<file path="config.mk">
export PLATFORM = sky130hd
export DESIGN_NAME = serial_control_enables
export DESIGN_NICKNAME = d
export VERILOG_FILES = /design/src/design/serial_ctrl_pkg.sv /design/src/design/baud_prescaler.sv /design/src/design/serial_control_enables.sv
export SDC_FILE = /design/constraint.sdc
export NUM_CORES = 1
export LEC_CHECK = 0
export BUFFER_PORTS_ARGS = -buffer_cell sky130_fd_sc_hd__buf_2
export CAP_MARGIN = 20
export CORE_ASPECT_RATIO = 0.8
export CORE_MARGIN = 3
export CORE_UTILIZATION = 48
export CTS_CLUSTER_DIAMETER = 50
export DETAILED_ROUTE_END_ITERATION = 16
export PLACE_DENSITY_LB_ADDON = 0.25
export SYNTH_ARGS = -nofsm -noshare
export SYNTH_HDL_FRONTEND = slang
export SYNTH_SLANG_ARGS = --single-unit
</file>
<file path="constraint.sdc">
create_clock -name clock -period 1.4 [get_ports clock]
set_input_delay 0.28 -clock clock [delete_from_list [all_inputs] [get_ports clock]]
set_output_delay 0.28 -clock clock [all_outputs]
set_load 0.05 [all_outputs]
</file>
<file path="src/design/serial_ctrl_pkg.sv">
// How it works
// RULE_01 - card mode: source 10 is /16, 11 is /64
// RULE_02 - tx empty request passes only with bit 7
// RULE_03 - bit 6 gates rx full and rx fault
// RULE_04 - bit 5 enables the transmitter
// RULE_05 - bit 4 enables the receiver
// RULE_06 - address wait acts only in async address format
// RULE_07 - address wait skips data frames, no flags
// RULE_08 - address frame clears address wait by hardware
// RULE_09 - tx done request passes only with bit 2
// RULE_10 - control word readable anytime, no side effects
// RULE_11 - software writes control word only when idle
// RULE_12 - async clock pin: 00 port, 01 out, 1x in
// RULE_13 - each request is status AND enable, combinationally
`default_nettype none

package serial_ctrl_pkg;

  // ----------------------------------------------------------------
  // register offsets
  // ----------------------------------------------------------------
  localparam logic [2:0] OFS_CONTROL = 3'h0; // serial_control_word
  localparam logic [2:0] OFS_MODE = 3'h1; // mode_word
  localparam logic [2:0] OFS_FLAGS = 3'h2; // flag_word
  localparam logic [2:0] OFS_EVENT = 3'h3; // sticky event status
  localparam logic [2:0] OFS_MASK = 3'h4; // event mask
  localparam logic [2:0] OFS_CARD = 3'h5; // card_mode_word

  // ----------------------------------------------------------------
  // control word field positions
  // ----------------------------------------------------------------
  localparam int POS_TX_IRQ_ON = 7;
  localparam int POS_RX_IRQ_ON = 6;
  localparam int POS_TX_ON = 5;
  localparam int POS_RX_ON = 4;
  localparam int POS_ADDR_WAIT_ON = 3;
  localparam int POS_TX_DONE_IRQ_ON = 2;
  localparam int POS_CLK_SRC_HI = 1;
  localparam int POS_CLK_SRC_LO = 0;

  // mode word fields
  localparam int POS_SYNC_MODE = 7;
  localparam int POS_ADDR_MODE_ON = 2;
  localparam int POS_BAUD_SRC_HI = 1;
  localparam int POS_BAUD_SRC_LO = 0;

  // card mode word field
  localparam int POS_CARD_MODE_ON = 0;

  // flag word fields
  localparam int POS_RX_FULL = 6;
  localparam int POS_OVERRUN = 5;
  localparam int POS_FRAMING = 4;

  // event status / mask fields
  localparam int EVT_ACCEPT = 0;
  localparam int EVT_SKIP = 1;
  localparam int EVT_ADDR_HIT = 2;
  localparam int EVT_LATE_WRITE = 3;
  localparam int EVT_WIDTH = 4;

  // ----------------------------------------------------------------
  // reset values
  // ----------------------------------------------------------------
  localparam logic [7:0] RST_CONTROL = 8'h00;
  localparam logic [7:0] RST_MODE = 8'h00;
  localparam logic [7:0] RST_CARD = 8'h00;
  localparam logic [EVT_WIDTH-1:0] RST_EVENT = 4'h0;

  // ----------------------------------------------------------------
  // prescaler divisions (counter terminal values)
  // ----------------------------------------------------------------
  localparam logic [5:0] DIV_1_LAST = 6'h00;
  localparam logic [5:0] DIV_4_LAST = 6'h03;
  localparam logic [5:0] DIV_16_LAST = 6'h0F;
  localparam logic [5:0] DIV_64_LAST = 6'h3F;

  // ----------------------------------------------------------------
  // carriers between this block and the shift engines, and its interrupt requests
  // ----------------------------------------------------------------
  typedef struct packed {
    logic txEmpty; // transmit data register empty (level)
    logic txDone; // transmit end (level)
    logic txBusy; // transmitter shifting
    logic rxBusy; // receiver shifting
    logic rxFrameDone; // one-cycle pulse: frame received
    logic rxAddrBit; // multiprocessor bit of that frame
    logic rxFrameErr; // stop bit error of that frame
    logic bitClk; // bit-rate clock level from the divider
  } engine_stat_type;

  typedef struct packed {
    logic txOn; // transmitter enabled
    logic rxOn; // receiver enabled
    logic extClkSel; // engine takes its clock from the pin
    logic rxStore; // one-cycle pulse: frame accepted into data reg
  } engine_ctrl_type;

  typedef struct packed {
    logic txEmptyIrq;
    logic rxFullIrq;
    logic rxFaultIrq;
    logic txDoneIrq;
  } irq_req_type;

endpackage : serial_ctrl_pkg

`default_nettype wire

</file>
<file path="src/design/baud_prescaler.sv">
`default_nettype none

// ------------------------------------------------------------------
// baud generator source prescaler: one-cycle tick at the chosen rate
// ------------------------------------------------------------------
module baud_prescaler (
  // clock and reset
  input wire logic clock,
  input wire logic reset,
  // selection
  input wire logic [1:0] srcSel,
  input wire logic cardMode,
  // output enable pulse
  output logic tick
);

  logic [5:0] count_q; // division counter
  logic [5:0] count_d;
  logic [5:0] lastValue; // terminal count for the selected rate
  logic atLast;

  // map the two-bit source select to a terminal count
  function automatic logic [5:0] last_of(input logic [1:0] sel, input logic card);
    logic [5:0] v;
    v = serial_ctrl_pkg::DIV_1_LAST;
    case (sel)
      2'h0: v = serial_ctrl_pkg::DIV_1_LAST;
      2'h1: v = serial_ctrl_pkg::DIV_4_LAST;
      2'h2: v = serial_ctrl_pkg::DIV_16_LAST; // RULE_01
      2'h3: v = serial_ctrl_pkg::DIV_64_LAST; // RULE_01
      default: v = serial_ctrl_pkg::DIV_1_LAST;
    endcase
    // card mode only defines the two slow rates; the fast codes keep /1 and /4
    if (card && sel[1] == 1'b0) begin
      v = sel[0] ? serial_ctrl_pkg::DIV_4_LAST : serial_ctrl_pkg::DIV_1_LAST;
    end
    return v;
  endfunction

  assign lastValue = last_of(srcSel, cardMode);
  assign atLast = (count_q >= lastValue);
  assign count_d = atLast ? 6'h00 : count_q + 6'h01;
  assign tick = atLast;

  // counter, restarts when the rate shrinks below it
  always_ff @(posedge clock) begin
    if (reset) begin
      count_q <= 6'h00;
    end else begin
      count_q <= count_d;
    end
  end

endmodule // baud_prescaler

`default_nettype wire

</file>
<file path="src/design/serial_control_enables.sv">
`default_nettype none

module serial_control_enables (
  // clock and reset
  input wire logic clock,
  input wire logic reset,
  // register port
  input wire logic [2:0] regAddr,
  input wire logic [7:0] regWrData,
  input wire logic regWrite,
  input wire logic regRead,
  output logic [7:0] regRdData,
  // shift engine side
  input wire serial_ctrl_pkg::engine_stat_type engStat,
  output serial_ctrl_pkg::engine_ctrl_type engCtrl,
  output logic baudTick,
  // clock pin
  input wire logic clkPinIn,
  output logic clkPinOut,
  output logic clkPinOe,
  output logic clkPinSync,
  // interrupt requests
  output serial_ctrl_pkg::irq_req_type irqReq,
  output logic eventIrq
);

  // ----------------------------------------------------------------
  // storage
  // ----------------------------------------------------------------
  logic [7:0] control_q; // serial_control_word
  logic [7:0] control_d;
  logic [7:0] mode_q; // mode_word
  logic [7:0] card_q; // card_mode_word
  logic rxFull_q; // rx_full_flag
  logic rxFull_d;
  logic overrun_q; // overrun_flag
  logic overrun_d;
  logic framing_q; // framing_flag
  logic framing_d;
  logic [serial_ctrl_pkg::EVT_WIDTH-1:0] event_q; // sticky events
  logic [serial_ctrl_pkg::EVT_WIDTH-1:0] event_d;
  logic [serial_ctrl_pkg::EVT_WIDTH-1:0] mask_q; // event mask
  logic [7:0] rdData_q; // read data, one cycle after the strobe
  logic [7:0] rdData_d;
  logic pinMeta_q; // first synchroniser stage
  logic pinSync_q; // second synchroniser stage

  // ----------------------------------------------------------------
  // field views
  // ----------------------------------------------------------------
  logic txIrqOn; // tx_irq_on
  logic rxIrqOn; // rx_irq_on
  logic txOn; // tx_on
  logic rxOn; // rx_on
  logic addrWaitOn; // addr_wait_on
  logic txDoneIrqOn; // tx_done_irq_on
  logic [1:0] clkSrcSel; // clk_src_sel_hi / clk_src_sel_lo
  logic syncMode; // clocked synchronous operation
  logic addrModeOn; // addr_mode_on
  logic [1:0] baudSrcSel; // baud_src_sel_hi / baud_src_sel_lo
  logic cardModeOn; // card_mode_on

  assign txIrqOn = control_q[serial_ctrl_pkg::POS_TX_IRQ_ON];
  assign rxIrqOn = control_q[serial_ctrl_pkg::POS_RX_IRQ_ON];
  assign txOn = control_q[serial_ctrl_pkg::POS_TX_ON];
  assign rxOn = control_q[serial_ctrl_pkg::POS_RX_ON];
  assign addrWaitOn = control_q[serial_ctrl_pkg::POS_ADDR_WAIT_ON];
  assign txDoneIrqOn = control_q[serial_ctrl_pkg::POS_TX_DONE_IRQ_ON];
  assign clkSrcSel = {control_q[serial_ctrl_pkg::POS_CLK_SRC_HI], control_q[serial_ctrl_pkg::POS_CLK_SRC_LO]};
  assign syncMode = mode_q[serial_ctrl_pkg::POS_SYNC_MODE];
  assign addrModeOn = mode_q[serial_ctrl_pkg::POS_ADDR_MODE_ON];
  assign baudSrcSel = {mode_q[serial_ctrl_pkg::POS_BAUD_SRC_HI], mode_q[serial_ctrl_pkg::POS_BAUD_SRC_LO]};
  assign cardModeOn = card_q[serial_ctrl_pkg::POS_CARD_MODE_ON];

  // ----------------------------------------------------------------
  // write decode
  // ----------------------------------------------------------------
  logic wrControl;
  logic wrMode;
  logic wrFlags;
  logic wrEvent;
  logic wrMask;
  logic wrCard;

  assign wrControl = regWrite && (regAddr == serial_ctrl_pkg::OFS_CONTROL);
  assign wrMode = regWrite && (regAddr == serial_ctrl_pkg::OFS_MODE);
  assign wrFlags = regWrite && (regAddr == serial_ctrl_pkg::OFS_FLAGS);
  assign wrEvent = regWrite && (regAddr == serial_ctrl_pkg::OFS_EVENT);
  assign wrMask = regWrite && (regAddr == serial_ctrl_pkg::OFS_MASK);
  assign wrCard = regWrite && (regAddr == serial_ctrl_pkg::OFS_CARD);

  // ----------------------------------------------------------------
  // receive frame handling
  // ----------------------------------------------------------------
  logic waitActive; // address wait really in force
  logic frameSeen; // frame completed while the receiver is on
  logic frameSkip; // data frame dropped during address wait
  logic frameAccept; // frame stored with normal flag setting
  logic addrHit; // address frame ends the wait

  // address wait counts only in asynchronous address format
  assign waitActive = addrWaitOn && addrModeOn && !syncMode; // RULE_06
  // frames are only taken while reception is enabled
  assign frameSeen = engStat.rxFrameDone && rxOn; // RULE_05
  // data frames are skipped and touch no flag
  assign frameSkip = frameSeen && waitActive && !engStat.rxAddrBit; // RULE_07
  assign addrHit = frameSeen && waitActive && engStat.rxAddrBit; // RULE_08
  assign frameAccept = frameSeen && !frameSkip;

  // ----------------------------------------------------------------
  // control word next value
  // ----------------------------------------------------------------
  // the address frame clears the wait bit even if a write lands together
  always_comb begin
    control_d = control_q;
    if (wrControl) begin
      control_d = regWrData;
    end
    if (addrHit) begin
      control_d[serial_ctrl_pkg::POS_ADDR_WAIT_ON] = 1'b0; // RULE_08
    end
  end

  // ----------------------------------------------------------------
  // receive flags: set wins over a write-one clear
  // ----------------------------------------------------------------
  logic overrunHit; // frame arrives while the previous is unread

  assign overrunHit = frameAccept && rxFull_q;

  always_comb begin
    rxFull_d = rxFull_q;
    overrun_d = overrun_q;
    framing_d = framing_q;
    // software clears by writing ones
    if (wrFlags) begin
      rxFull_d = rxFull_q && !regWrData[serial_ctrl_pkg::POS_RX_FULL];
      overrun_d = overrun_q && !regWrData[serial_ctrl_pkg::POS_OVERRUN];
      framing_d = framing_q && !regWrData[serial_ctrl_pkg::POS_FRAMING];
    end
    // hardware set from accepted frames only
    if (frameAccept && !overrunHit && !engStat.rxFrameErr) begin
      rxFull_d = 1'b1; // RULE_07
    end
    if (overrunHit) begin
      overrun_d = 1'b1; // RULE_07
    end
    if (frameAccept && engStat.rxFrameErr) begin
      framing_d = 1'b1; // RULE_07
    end
  end

  // ----------------------------------------------------------------
  // sticky events and mask
  // ----------------------------------------------------------------
  logic lateWrite; // control write while a transfer runs
  logic [serial_ctrl_pkg::EVT_WIDTH-1:0] eventSet;

  // software must keep off the control word while busy; flag it if not
  assign lateWrite = wrControl && (engStat.txBusy || engStat.rxBusy); // RULE_11
  assign eventSet = {lateWrite, addrHit, frameSkip, frameAccept};

  // write one to clear, a new event in the same cycle survives
  always_comb begin
    event_d = event_q;
    if (wrEvent) begin
      event_d = event_q & ~regWrData[serial_ctrl_pkg::EVT_WIDTH-1:0];
    end
    event_d = event_d | eventSet;
  end

  assign eventIrq = |(event_q & mask_q);

  // ----------------------------------------------------------------
  // read multiplexer, no read alters any state
  // ----------------------------------------------------------------
  logic [7:0] flagView;

  assign flagView = {1'b0, rxFull_q, overrun_q, framing_q, 4'h0};

  always_comb begin
    rdData_d = 8'h00;
    if (regRead) begin
      case (regAddr)
        serial_ctrl_pkg::OFS_CONTROL: rdData_d = control_q; // RULE_10
        serial_ctrl_pkg::OFS_MODE: rdData_d = mode_q;
        serial_ctrl_pkg::OFS_FLAGS: rdData_d = flagView;
        serial_ctrl_pkg::OFS_EVENT: rdData_d = {4'h0, event_q};
        serial_ctrl_pkg::OFS_MASK: rdData_d = {4'h0, mask_q};
        serial_ctrl_pkg::OFS_CARD: rdData_d = card_q;
        default: rdData_d = 8'h00;
      endcase
    end
  end

  assign regRdData = rdData_q;

  // ----------------------------------------------------------------
  // register process
  // ----------------------------------------------------------------
  always_ff @(posedge clock) begin
    if (reset) begin
      control_q <= serial_ctrl_pkg::RST_CONTROL;
      mode_q <= serial_ctrl_pkg::RST_MODE;
      card_q <= serial_ctrl_pkg::RST_CARD;
      rxFull_q <= 1'b0;
      overrun_q <= 1'b0;
      framing_q <= 1'b0;
      event_q <= serial_ctrl_pkg::RST_EVENT;
      mask_q <= serial_ctrl_pkg::RST_EVENT;
      rdData_q <= 8'h00;
    end else begin
      control_q <= control_d;
      if (wrMode) begin
        mode_q <= regWrData;
      end
      if (wrCard) begin
        card_q <= {7'h00, regWrData[serial_ctrl_pkg::POS_CARD_MODE_ON]};
      end
      if (wrMask) begin
        mask_q <= regWrData[serial_ctrl_pkg::EVT_WIDTH-1:0];
      end
      rxFull_q <= rxFull_d;
      overrun_q <= overrun_d;
      framing_q <= framing_d;
      event_q <= event_d;
      rdData_q <= rdData_d;
    end
  end

  // ----------------------------------------------------------------
  // clock pin: two-stage synchroniser on the input
  // ----------------------------------------------------------------
  always_ff @(posedge clock) begin
    if (reset) begin
      pinMeta_q <= 1'b0;
      pinSync_q <= 1'b0;
    end else begin
      pinMeta_q <= clkPinIn;
      pinSync_q <= pinMeta_q;
    end
  end

  assign clkPinSync = pinSync_q;

  // async: 00 port, 01 bit-rate clock out, 1x external 16x in
  // sync: 0x clock out, 1x clock in
  logic pinDrives; // internal clock driven onto the pin
  logic extClk; // engine uses the pin as its clock

  assign extClk = clkSrcSel[1]; // RULE_12
  assign pinDrives = syncMode ? !clkSrcSel[1] : (clkSrcSel == 2'h1); // RULE_12
  assign clkPinOe = pinDrives;
  assign clkPinOut = pinDrives && engStat.bitClk;

  // ----------------------------------------------------------------
  // baud generator source
  // ----------------------------------------------------------------
  baud_prescaler baud_prescaler_i (
    .clock(clock),
    .reset(reset),
    .srcSel(baudSrcSel),
    .cardMode(cardModeOn),
    .tick(baudTick)
  );

  // ----------------------------------------------------------------
  // engine controls
  // ----------------------------------------------------------------
  assign engCtrl.txOn = txOn; // RULE_04
  assign engCtrl.rxOn = rxOn; // RULE_05
  assign engCtrl.extClkSel = extClk;
  assign engCtrl.rxStore = frameAccept;

  // ----------------------------------------------------------------
  // interrupt requests, each a plain AND of condition and enable
  // ----------------------------------------------------------------
  assign irqReq.txEmptyIrq = engStat.txEmpty && txIrqOn; // RULE_02 RULE_13
  assign irqReq.rxFullIrq = rxFull_q && rxIrqOn; // RULE_03 RULE_13
  assign irqReq.rxFaultIrq = (framing_q || overrun_q) && rxIrqOn; // RULE_03 RULE_13
  assign irqReq.txDoneIrq = engStat.txDone && txDoneIrqOn; // RULE_09 RULE_13

endmodule // serial_control_enables

`default_nettype wire

</file>
## Word level (Yosys, flattened, before mapping)

Cells that the tools add are included.

- Bits of input ports: 24
- Output and inout port bits: 21
- Register bits: 44
- Logic and storage cells: 89

- Add/subtract/negate cells: 1
- Reductions and logical operators: 47
- Magnitude comparators: 1
- Muxes and demuxes: 12
- Equal/unequal tests: 9
- Bitwise logic cells: 6

Operator list:

| operator | count |
|---|---|
| case mux 8 bit (6 select lines) | 1 |
| logical AND 1 bit | 27 |
| case mux 6 bit (4 select lines) | 1 |
| zero test 1 bit | 9 |
| bitwise AND 4 bit | 2 |
| 2-to-1 mux 1 bit | 7 |
| adder 6 x 1 -> 6 bit, second input constant | 1 |
| equality test 3 x 2 -> 1 bit, second input constant | 2 |
| equality test 3 bit, second input constant | 2 |
| >= comparator 6 bit | 1 |
| 2-to-1 mux 6 bit | 1 |
| nonzero test 2 bit | 3 |
| OR reduction 2 bit | 3 |
| equality test 2 x 1 -> 1 bit, second input constant | 2 |
| equality test 2 bit, second input constant | 2 |
| 2-to-1 mux 4 bit | 1 |
| NOT 4 bit | 1 |
| bitwise OR 4 bit | 1 |
| OR reduction 4 bit | 1 |
| equality test 3 x 1 -> 1 bit, second input constant | 1 |
| zero test 3 bit | 1 |
| zero test 2 bit | 1 |
| logical OR 1 bit | 2 |
| 2-to-1 mux 2 bit | 1 |
| NOT 1 bit | 2 |

## Logic depth before layout (Yosys ltp)

Gate-level depths: netlist of the first run.

- Depth in word-level cells: 11
- Depth in mapped cells: 6
- Mapped depth without buffers: 6

## Cells and area by module

A second synthesis of the first run with hierarchy kept.

- Cell total of the unflattened synthesis: 221
- Area, all modules: 2112.0 um^2

Modules (own cells, without submodules):

| module | sequential area each (um^2) | area each (um^2) | cells an instance | times used |
|---|---|---|---|---|
| serial_control_enables | 760.7 | 1702.9 | 178 | 1 |
| baud_prescaler | 120.1 | 409.1 | 43 | 1 |

## Least setup slack after synthesis of the first run

Ideal clock, no wire load.

- Path type: reg2out
- Start point: register mode_q[0]
- End point: output port baudTick
- Arrival: 2112 ps
- Path slack: -992 ps
- Stages on the path, launching flop included: 6
- Buffers on the path: 0
- Required time: 1120 ps
- Cell sequence: dfxtp_1 -> or2_2 -> ha_1 -> nand2b_1 -> a21oi_1 -> o21ai_0

- Cells in the longest elaborated chain, start to end: 4
- Elaborated cells between the ends (all ways): 8
- Those cells by class: order compare: 1; eq/ne: 3; mux: 3; reduce/logical: 1

Ends and longest elaborated chain:

| what | RTL line | source |
|---|---|---|
| from (decl) | serial_control_enables.sv:32 | `logic [7:0] mode_q;` |
| from (signal assigned) | serial_control_enables.sv:204 | `mode_q <= serial_ctrl_pkg::RST_MODE;` |
| from (signal assigned) | serial_control_enables.sv:215 | `mode_q <= regWrData;` |
| equality test 2 bit (tied with other cells) | baud_prescaler.sv:26 | `case (sel)` |
| case mux 6 bit (4 select lines) | baud_prescaler.sv:26 |  |
| 2-to-1 mux 6 bit (*) | baud_prescaler.sv:34 | `if (card && sel[1] == 1'b0) begin` |
| >= comparator 6 bit (*) | baud_prescaler.sv:41 | `assign atLast = (count_q >= lastValue);` |
| to (decl) | serial_control_enables.sv:16 | `output logic baudTick,` |

Every way passes the cells marked *; elsewhere a longest branch is shown, timed or not.

## Worst setup path after layout of the first run

Ends and elaborated chain as after synthesis.

==> results.txt, run 1 <==
outcome = complete, but fails checks
failing checks = negative setup slack
Initial Util = 0.522
fin. max-slew vios = 0
Rows = 20
Clock Latency Late Sink = 0.30 ns
Async SR Flop Fraction = 0
Pleak = 0.00120 uW
clock-pin slew on the worst setup and hold paths = 0.07 ns
worst-path maximum fanout = 3
count of input and output buffers = 44
sequential share of the synthesized area = 0.427
largest net degree at the start of global routing = 30
DRT iter0 DRCs = 182
Final ANT Viol Nets = 0
CP startpoint kind = flip-flop
min Tclk post-route = 1.92 ns
WP data required = 1.12 ns
wire per inst = 14.4 um
vias = 1861
Via density = 5.24
max-cap violations = 0
number of global-route vias before repair = 1763
crit path kind = reg -> out
cells along the critical path = or2_4 -> inv_1 -> ha_1 -> a21oi_4 -> o21ai_4 -> buf_6
DP Wirelength = 3.70 mm
RSZ-0062 raised after global routing = yes
Initial DRT Pass Iterations = 4
share of the synthesized area in the top cell type = 0.427
Gate Count Post-Synth = 231
CTS buffer count = 5
fin cells = 355
Synth cell types = 45
first-pass GRT wire length = 8.45 mm
number of synthesized flops with an enable pin = 0
mapped cell area = 0.00206 mm2
Buf/Inv on CP = 2
Routed WL = 5.11 mm
die area = 0.00513 mm2
synth cell count leaders = 44 x dfxtp_1, 32 x nand2_1, 30 x nor2_1
Pwr Density = 843 mW/mm2
Fin. Hold Viols = 0
# nets final = 331
crit-path leading delay family = flip-flops
post-synthesis sequential element count = 44
share of post-route cells with drive strength above 1 = 0.387
Setup violations, final = 9
Yosys warnings = 0
Die H = 64.6 um
top_reg_cell synth = dfxtp_1
FMAX = 521 MHz
Hold Crit Class = in -> reg
initial antenna violation count = 0
worst path arrival time = 1.64 ns
clock skew = 0.00503 ns
net count after synthesis = 262
slew of the pin with the lowest slew margin = 0.294 ns
Clock Sinks = 44
Slew headroom = 0.798
fin worst setup slack = -0.518 ns
CTS max path bufs = 2
gr ovfl total = 0
Critical Path Sink Type = output port
Cells after DPL = 343
die width = 79.3 um
CP peak stage delay = 0.35 ns
CTS root buf = clkbuf_8
area delta synth->final = 34.1%
total core area = 0.00395 mm2
r2r setup slk = -0.30 ns
remaining routing DRC violations = 0
fill cell count = 333
GPL Wtd Cong = 0.928
GRT Overall Usage = 0.215
Final Core Density = 0.700
Slowest-stage cell, CP = dfxtp_2
setup_tns = -2.41 ns
H-tree depth = 2
I/O pin count = 45
Max VDD drop = 816 uV
CTS tree = done
antenna cells = 0
main area contributors after synthesis = dfxtp_1 43%, mux2i_1 9.2%, nand2_1 5.8%, nor2_1 5.5%, a21oi_1 4.4%
cell taking the most area after synthesis = dfxtp_1
Final Cycle Share = 1.37
most common cell in the netlist = dfxtp_1
Mapped Avg Cell Area = 8.93 um2
## metrics by stage
stage	power [uW]	area, um2	hold slack, ns	setup WS (ns)
6_report	2330	2770	0.196	-0.518
2_1_floorplan	1490	2120	0.368	-0.199
5_1_grt	2420	2770	0.217	-0.584
3_5_place_dp	1590	2520	0.461	-0.330
3_3_place_gp	1580	2520	0.418	-0.274
4_1_cts	2330	2720	0.197	-0.523
## report_power, final
group / switching (uW) / internal, uW
Clock: 410 / 339
Combinational: 173 / 124
Sequential: 15.5 / 1270
## state kept, by name, indices dropped and copies added, names as in the netlist
| register | count |
|---|---|
| pinMeta_q | 1 |
| card_q | 1 |
| overrun_q | 1 |
| control_q | 8 |
| framing_q | 1 |
| baud_prescaler_i.count_q | 6 |
| event_q | 4 |
| regRdData | 8 |
| mask_q | 4 |
| clkPinSync | 1 |
| mode_q | 8 |
| rxFull_q | 1 |
## final cells by class
class | count | area (um2) | share of cell area
Clock buffer | 6 | 72.6 | 0.0262
Clock inverter | 1 | 5.00 | 0.00181
Inverter | 6 | 22.5 | 0.00814
Multi-Input combinational cell | 166 | 1200 | 0.434
Sequential cell | 44 | 891 | 0.322
Tap cell | 55 | 68.8 | 0.0249
Timing Repair Buffer | 77 | 505 | 0.183
## cells by family (layout without fill, tap and decap cells)
kind of cell | count (synthesis) | count (layout) | share of synthesized area
simple gates | 97 | 97 | 0.232
compound gates | 38 | 38 | 0.119
mux | 20 | 20 | 0.103
xor+xnor | 4 | 4 | 0.0170
fa+ha+maj | 7 | 7 | 0.0424
flops | 44 | 44 | 0.427
buf+inv | 21 | 90 | 0.0588
## worst register-to-register path, stage by stage, from the launching register on
cell and delay [ns]:
dfxtp_2 0.35, or2_4 0.26, ha_4 0.26, nand2b_4 0.12, a21oi_4 0.06, buf_4 0.13
o211ai_1 0.15, buf_4 0.22, nor2_4 0.05
## cells in the final DEF, fill, tap and decap left out, types with 5 or more instances in the layout
| cell | Yosys | layout |
|---|---|---|
| mux2i_1 | 19 | 19 |
| nor2_1 | 30 | 22 |
| dfxtp_1 | 44 | 38 |
| nand2_1 | 32 | 31 |
| buf_2 | 4 | 38 |
| buf_4 | 6 | 33 |
| dfxtp_2 | 0 | 5 |
| nor3_1 | 5 | 5 |
| clkbuf_8 | 0 | 5 |
| a21oi_1 | 18 | 16 |
| nor2_2 | 1 | 5 |
## path summary, 6_finish.rpt
kind / startpoint / to / cells after the start
worst min-delay path: clkPinIn / pinMeta_q / 2
worst max-delay path: mode_q[0] / baudTick / 6
worst max register to register: mode_q[0] / baud_prescaler_i.count_q[0] / 8
worst min register to register: pinMeta_q / clkPinSync / 1
## timing repair
| action | CTS | global route |
|---|---|---|
| hold buffers | 0 | 0 |
| gates resized for setup | 23 | 13 |
| buffers inserted | 5 | 2 |
| pin swaps | 9 | 10 |
| endpoints found under the setup margin | 11 | 11 |
## routing by layer
layer | wire length [um] | GRT usage
met1 | 2420 | 0.297
met2 | 2220 | 0.331
met3 | 409 | 0.0472
met4 | 64 | 0.0730
met5 | 0 | 0
Note: power is estimated with default switching activity, not from simulation.
==> run 2: changes to the inputs <==
--- a/config.mk
+++ b/config.mk
@@ -9,10 +9,11 @@
 export CAP_MARGIN = 20
 export CORE_ASPECT_RATIO = 0.8
 export CORE_MARGIN = 3
-export CORE_UTILIZATION = 48
+export CORE_UTILIZATION = 50
 export CTS_CLUSTER_DIAMETER = 50
 export DETAILED_ROUTE_END_ITERATION = 16
 export PLACE_DENSITY_LB_ADDON = 0.25
+export RECOVER_POWER = 25
 export SYNTH_ARGS = -nofsm -noshare
 export SYNTH_HDL_FRONTEND = slang
 export SYNTH_SLANG_ARGS = --single-unit
==> constraint.sdc (replaced) <==
create_clock -name clock -period 1.9 [get_ports clock]
set_input_delay 0.38 -clock clock [delete_from_list [all_inputs] [get_ports clock]]
set_output_delay 0.38 -clock clock [all_outputs]
set_load 0.05 [all_outputs]
==> run 2 against run 1 <==
  * The run still ends with negative setup slack left
  * Count of clock-buffer cells in the layout unchanged
  * Die area down 3.7%
  * Critical path depth unchanged
  * Worst hold slack improved by 0.092 ns
  * Clock power decreased by 19%
  * Via count down 6.3%
  * Wire length is 8.8% lower
  * Sequential cell count unchanged
  * Worst setup slack better by 0.41 ns
==> results.txt, run 2 (synthesized netlist as in run 1, its figures left out) <==
GRT Overall Usage = 0.202 (was 0.215)
min Tclk post-route = 2.01 ns
number of global-route vias before repair = 1630 (was 1763)
Slowest-stage cell, CP = dfxtp_2 (unchanged)
Initial Util = 0.532 (was 0.522)
Clock Latency Late Sink = 0.30 ns (about the same)
WP data required = 1.52 ns (was 1.12 ns)
crit path kind = reg -> out (unchanged)
RSZ-0062 raised after global routing = yes (unchanged)
net switching power = 446 uW (was 598 uW)
outcome = complete, but fails checks (unchanged)
DRT iter0 DRCs = 144 (was 182)
fill cell count = 334 (was 333)
Clock Sinks = 44 (unchanged)
slew of the pin with the lowest slew margin = 1.32 ns (was 0.294 ns)
worst path arrival time = 1.63 ns (was 1.64 ns)
largest net degree at the start of global routing = 30 (unchanged)
Final Power = 1740 uW (was 2330 uW)
Cells after DPL = 321 (was 343)
Internal = 1300 uW (was 1730 uW)
CTS buffer count = 5 (unchanged)
die area = 0.00494 mm2 (was 0.00513 mm2)
failing checks = negative setup slack (unchanged)
CTS max path bufs = 2 (unchanged)
commonest non-fill, non-tap cell in the layout = dfxtp_1
Rows = 20 (unchanged)
Hold Crit Class = in -> reg (unchanged)
initial antenna violation count = 0 (unchanged)
max-cap violations = 0 (unchanged)
combinational share of power = 0.107 (was 0.127)
CP peak stage delay = 0.34 ns (was 0.35 ns)
area delta synth->final = 20.0% (was 34.1%)
CP startpoint kind = flip-flop (unchanged)
most frequent cells in the layout = 42 x dfxtp_1, 38 x buf_2, 31 x nand2_1 (was 38 x dfxtp_1, 38 x buf_2, 33 x buf_4)
remaining routing DRC violations = 0 (unchanged)
wire per inst = 14.2 um (was 14.4 um)
Setup violations, final = 1 (was 9)
GPL Wtd Cong = 0.786 (was 0.928)
sw frac = 0.256 (about the same)
share of post-route cells with drive strength above 1 = 0.255 (was 0.387)
CTS tree = done (unchanged)
vias = 1744 (was 1861)
Via density = 5.30 (was 5.24)
Initial DRT Pass Iterations = 4 (unchanged)
fin. max-slew vios = 0 (unchanged)
Buf/Inv on CP = 1 (was 2)
Final ANT Viol Nets = 0 (unchanged)
Final Cycle Share = 1.06
clock-pin slew on the worst setup and hold paths = 0.08 ns (was 0.07 ns)
cells along the critical path = or2_4 -> ha_4 -> nand2b_4 -> a21oi_4 -> o21ai_2 -> buf_6 (was or2_4 -> inv_1 -> ha_1 -> a21oi_4 -> o21ai_4 -> buf_6)
Max VDD drop = 458 uV (was 816 uV)
first-pass GRT wire length = 7.74 mm (was 8.45 mm)
H-tree depth = 2 (unchanged)
fin worst setup slack = -0.107 ns (was -0.518 ns)
worst-path maximum fanout = 3 (unchanged)
gr ovfl total = 0 (unchanged)
Slew headroom = 0.120 (was 0.798)
setup_tns = -0.107 ns (was -2.41 ns)
die width = 77.8 um (was 79.3 um)
# nets final = 304 (was 331)
fin cells = 329 (was 355)
total core area = 0.00388 mm2 (was 0.00395 mm2)
# hold bufs at CTS = 0 (unchanged)
Pleak = 0.00104 uW (was 0.00120 uW)
I/O pin count = 45 (unchanged)
FMAX = 498 MHz
CTS root buf = clkbuf_8 (unchanged)
Fin. Hold Viols = 0 (unchanged)
Hold WS = 0.288 ns (was 0.196 ns)
Critical Path Sink Type = output port (unchanged)
Pwr Density = 704 mW/mm2 (was 843 mW/mm2)
count of input and output buffers = 44 (unchanged)
Clock power frac = 0.349 (was 0.321)
Routed WL = 4.66 mm (was 5.11 mm)
Die H = 63.5 um (was 64.6 um)
antenna cells = 0 (unchanged)
sequential share of power = 0.544 (was 0.552)
crit-path leading delay family = simple AND/OR/NAND/NOR gates (was flip-flops)
DP Wirelength = 3.33 mm (was 3.70 mm)
clock skew = 0.00517 ns (was 0.00503 ns)
-- run 2: cell count changes in the layout (fill, tap and decap cells not counted), moves of 2 or more --
cell,previous run,this run
buf_4,33,5
buf_6,4,1
clkbuf_1,1,6
dfxtp_1,38,42
dfxtp_2,5,2
inv_1,4,6
inv_2,2,0
nor2_1,22,30
nor2_2,5,1
nor2_4,4,0
-- run 2: cell type report --
type	count	area, um2	area share
Multi-Input combinational cell	166	1150	0.463
Sequential cell	44	883	0.357
Timing Repair Buffer	50	262	0.106
Clock buffer	6	82.6	0.0334
Tap cell	55	68.8	0.0278
Inverter	6	22.5	0.00910
Clock inverter	2	10.0	0.00404
-- run 2: through the flow --
step	utilization	setup WS (ns)	area, um2
after detailed placement	0.594	0.00668	2300
after global routing	0.638	-0.159	2470
after floorplan	-	0.0398	2070
after global placement	0.594	0.0373	2300
after CTS	0.640	-0.0952	2480
final	0.638	-0.107	2470
-- run 2: per-layer routing --
metal / GRT usage / vias up / wire length (um) / part of all wire
li1: - / 879 / - / -
met1: 0.269 / 791 / 2240 / 0.48
met2: 0.307 / 64 / 2040 / 0.44
met3: 0.0671 / 10 / 305 / 0.065
met4: 0.0644 / 0 / 75 / 0.016
met5: 0 / - / 0 / 0
-- run 2: worst paths after layout --
kind                                     from                          end  slack [ns]  cells past startpoint
setup / recovery                    mode_q[0]                     baudTick       -0.11                      6
hold reg to reg   baud_prescaler_i.count_q[0]  baud_prescaler_i.count_q[0]        0.46                      1
hold / removal                       clkPinIn                    pinMeta_q        0.29                      2
setup reg to reg                    mode_q[0]  baud_prescaler_i.count_q[3]        0.22                      6
-- run 2: power groups by stage --
stage               Clock [uW]  Combinational [uW]  Sequential (uW)
finish                     608                 186              948
global route               666                 202              950
CTS                        616                 187              947
detailed placement           0                 175              969
global placement             0                 173              969
floorplan                    0                 114              975
-- run 2: worst reg2reg max path: cells and delay by family, from the launching register on --
family	cells	cell delay, ns
adders and majority gates	1	0.26
AOI/OAI and AO/OA	2	0.48
DFF	1	0.34
and+or+nand+nor	3	0.49
-- run 2: repair_timing --
action / 4_1_cts / 5_1_grt
pin swaps: 1 / 1
hold endpoints to repair: 0 / 0
endpoints found under the setup margin: 1 / 2
buffers inserted: 0 / 0
gates resized for setup: 14 / 1
==> run 3: changes to the inputs <==
--- a/config.mk
+++ b/config.mk
@@ -14,6 +14,7 @@
 export DETAILED_ROUTE_END_ITERATION = 16
 export PLACE_DENSITY_LB_ADDON = 0.25
 export RECOVER_POWER = 25
+export SETUP_SLACK_MARGIN = 0.2
 export SYNTH_ARGS = -nofsm -noshare
 export SYNTH_HDL_FRONTEND = slang
 export SYNTH_SLANG_ARGS = --single-unit
==> run 3 against run 2 <==
  * The run still ends with negative setup slack left
  * Sequential power about the same
  * Clock skew is 0.0024 ns higher
  * Die area unchanged
  * Critical path depth is the same
  * Power is 5.6% higher
  * Count of clock-buffer cells in the layout unchanged
  * Register-to-register slack worse by 0.06 ns
  * Cell count is 1.8% higher
==> results.txt, run 3 (synthesized netlist as in run 1, its figures left out) <==
outcome = complete, but fails checks (unchanged)
failing checks = negative setup slack (unchanged)
CP peak stage delay = 0.37 ns (was 0.34 ns)
CTS root buf = clkbuf_8 (unchanged)
antenna cells = 0 (unchanged)
Rows = 20 (unchanged)
DRT iter0 DRCs = 121 (was 144)
Slew headroom = 0.136 (was 0.120)
fin worst setup slack = -0.113 ns (was -0.107 ns)
H-tree depth = 2 (unchanged)
Pwr Density = 711 mW/mm2 (was 704 mW/mm2)
vias = 1743 (was 1744)
min Tclk post-route = 2.01 ns (about the same)
fin cells = 335 (was 329)
Final Cycle Share = 1.06 (about the same)
clock skew = 0.00753 ns (was 0.00517 ns)
# nets final = 310 (was 304)
clock-pin slew on the worst setup and hold paths = 0.08 ns (about the same)
Slowest-stage cell, CP = dfxtp_4 (was dfxtp_2)
cells along the critical path = or2_4 -> ha_4 -> nand2b_4 -> a21oi_4 -> o21ai_4 -> buf_6 (was or2_4 -> ha_4 -> nand2b_4 -> a21oi_4 -> o21ai_2 -> buf_6)
share of post-route cells with drive strength above 1 = 0.311 (was 0.255)
max-cap violations = 0 (unchanged)
largest net degree at the start of global routing = 30 (unchanged)
count of input and output buffers = 44 (unchanged)
wire per inst = 13.8 um (was 14.2 um)
CTS buffer count = 5 (unchanged)
WHS Path Cells = 2 (unchanged)
crit path kind = reg -> out (unchanged)
Die H = 63.5 um (unchanged)
slew of the pin with the lowest slew margin = 1.30 ns (was 1.32 ns)
WP data required = 1.52 ns (about the same)
I/O pin count = 45 (unchanged)
Clock Latency Late Sink = 0.30 ns (about the same)
Cells after DPL = 323 (was 321)
most frequent cells in the layout = 40 x dfxtp_1, 37 x buf_2, 31 x nand2_1 (was 42 x dfxtp_1, 38 x buf_2, 31 x nand2_1)
FMAX = 497 MHz (was 498 MHz)
number of global-route vias before repair = 1641 (was 1630)
worst-path maximum fanout = 4 (was 3)
Final ANT Viol Nets = 0 (unchanged)
RSZ-0062 raised after global routing = yes (unchanged)
initial antenna violation count = 0 (unchanged)
commonest non-fill, non-tap cell in the layout = dfxtp_1 (unchanged)
CTS tree = done (unchanged)
reg2reg start = mode_q[1] (was mode_q[0])
Fin. Hold Viols = 0 (unchanged)
Clock Sinks = 44 (unchanged)
Hold Crit Class = in -> reg (unchanged)
Pleak = 0.00109 uW (was 0.00104 uW)
area delta synth->final = 25.4% (was 20.0%)
remaining routing DRC violations = 0 (unchanged)
Worst Hold End = pinMeta_q (unchanged)
reg-to-reg critical path endpoint = baud_prescaler_i.count_q[2] (was baud_prescaler_i.count_q[3])
Critical Path Sink Type = output port (unchanged)
CP startpoint kind = flip-flop (unchanged)
reg2reg path depth = 8 (was 6)
GPL Wtd Cong = 0.868 (was 0.786)
worst path arrival time = 1.63 ns (about the same)
r2r setup slk = 0.16 ns (was 0.22 ns)
CTS max path bufs = 2 (unchanged)
DP Wirelength = 3.39 mm (was 3.33 mm)
Setup violations, final = 1 (unchanged)
total core area = 0.00388 mm2 (unchanged)
Routed WL = 4.62 mm (was 4.66 mm)
die area = 0.00494 mm2 (unchanged)
gr ovfl total = 0 (unchanged)
Via density = 5.20 (was 5.30)
# hold bufs at CTS = 0 (unchanged)
GRT Overall Usage = 0.199 (was 0.202)
Max VDD drop = 450 uV (was 458 uV)
Final Core Density = 0.667 (was 0.638)
Hold Crit Start = clkPinIn (unchanged)
Initial DRT Pass Iterations = 4 (unchanged)
die width = 77.8 um (unchanged)
first-pass GRT wire length = 7.68 mm (was 7.74 mm)
fin. max-slew vios = 0 (unchanged)
Initial Util = 0.532 (unchanged)
## run 3: metal layers
metal,track usage,up-vias,wire length [um]
met5,0,-,0
met4,0.0889,0,81
met3,0.0486,7,383
met2,0.282,61,1870
met1,0.284,782,2280
li1,-,893,-
## run 3: power breakdown
| group | internal (uW) | switching (uW) |
|---|---|---|
| Sequential | 936 | 11.6 |
| Combinational | 75.2 | 121 |
| Clock | 390 | 305 |
## run 3: critical path: cells and delay by family (launching register included)
family,cells,cell delay (ns)
flip-flops,1,0.37
AND/OR/NAND/NOR,2,0.37
adder cells (fa/ha/maj),1,0.26
AO/OA/AOI/OAI,2,0.18
buffers and inverters,1,0.17
## run 3: worst max path at each step
stage                     slack, ns       from        to  cells after the start
final                         -0.11  mode_q[1]  baudTick                      6
after global routing          -0.17  mode_q[1]  baudTick                      6
after CTS                     -0.13  mode_q[1]  baudTick                      6
after floorplan                0.20  mode_q[0]  baudTick                      5
after detailed placement       0.04  mode_q[0]  baudTick                      6
after global placement         0.08  mode_q[0]  baudTick                      6
## run 3: what timing repair did
item	4_1_cts	5_1_grt
buffers inserted	3	1
gates cloned	0	0
pin swaps	4	4
endpoints found under the setup margin	2	8
resized for setup	17	11
## run 3: final cells by class
class                           count  area (um2)
Tap cell                           55        68.8
Clock inverter                      2        35.0
Inverter                            6        22.5
Sequential cell                    44         888
Fill cell                         319        1290
Clock buffer                        6        72.6
Timing Repair Buffer               56         310
Multi-Input combinational cell    166        1190
## run 3: through the flow
step                      total power, uW  setup TNS (ns)  setup slack [ns]  instance area [um2]  hold WS (ns)
after floorplan                      1090               0             0.199                 2090         0.414
after global placement               1150               0            0.0777                 2340         0.420
after detailed placement             1150               0            0.0378                 2340         0.428
after CTS                            1860          -0.134            -0.134                 2560         0.280
after global routing                 1920          -0.317            -0.170                 2590         0.324
final                                1840          -0.113            -0.113                 2590         0.290
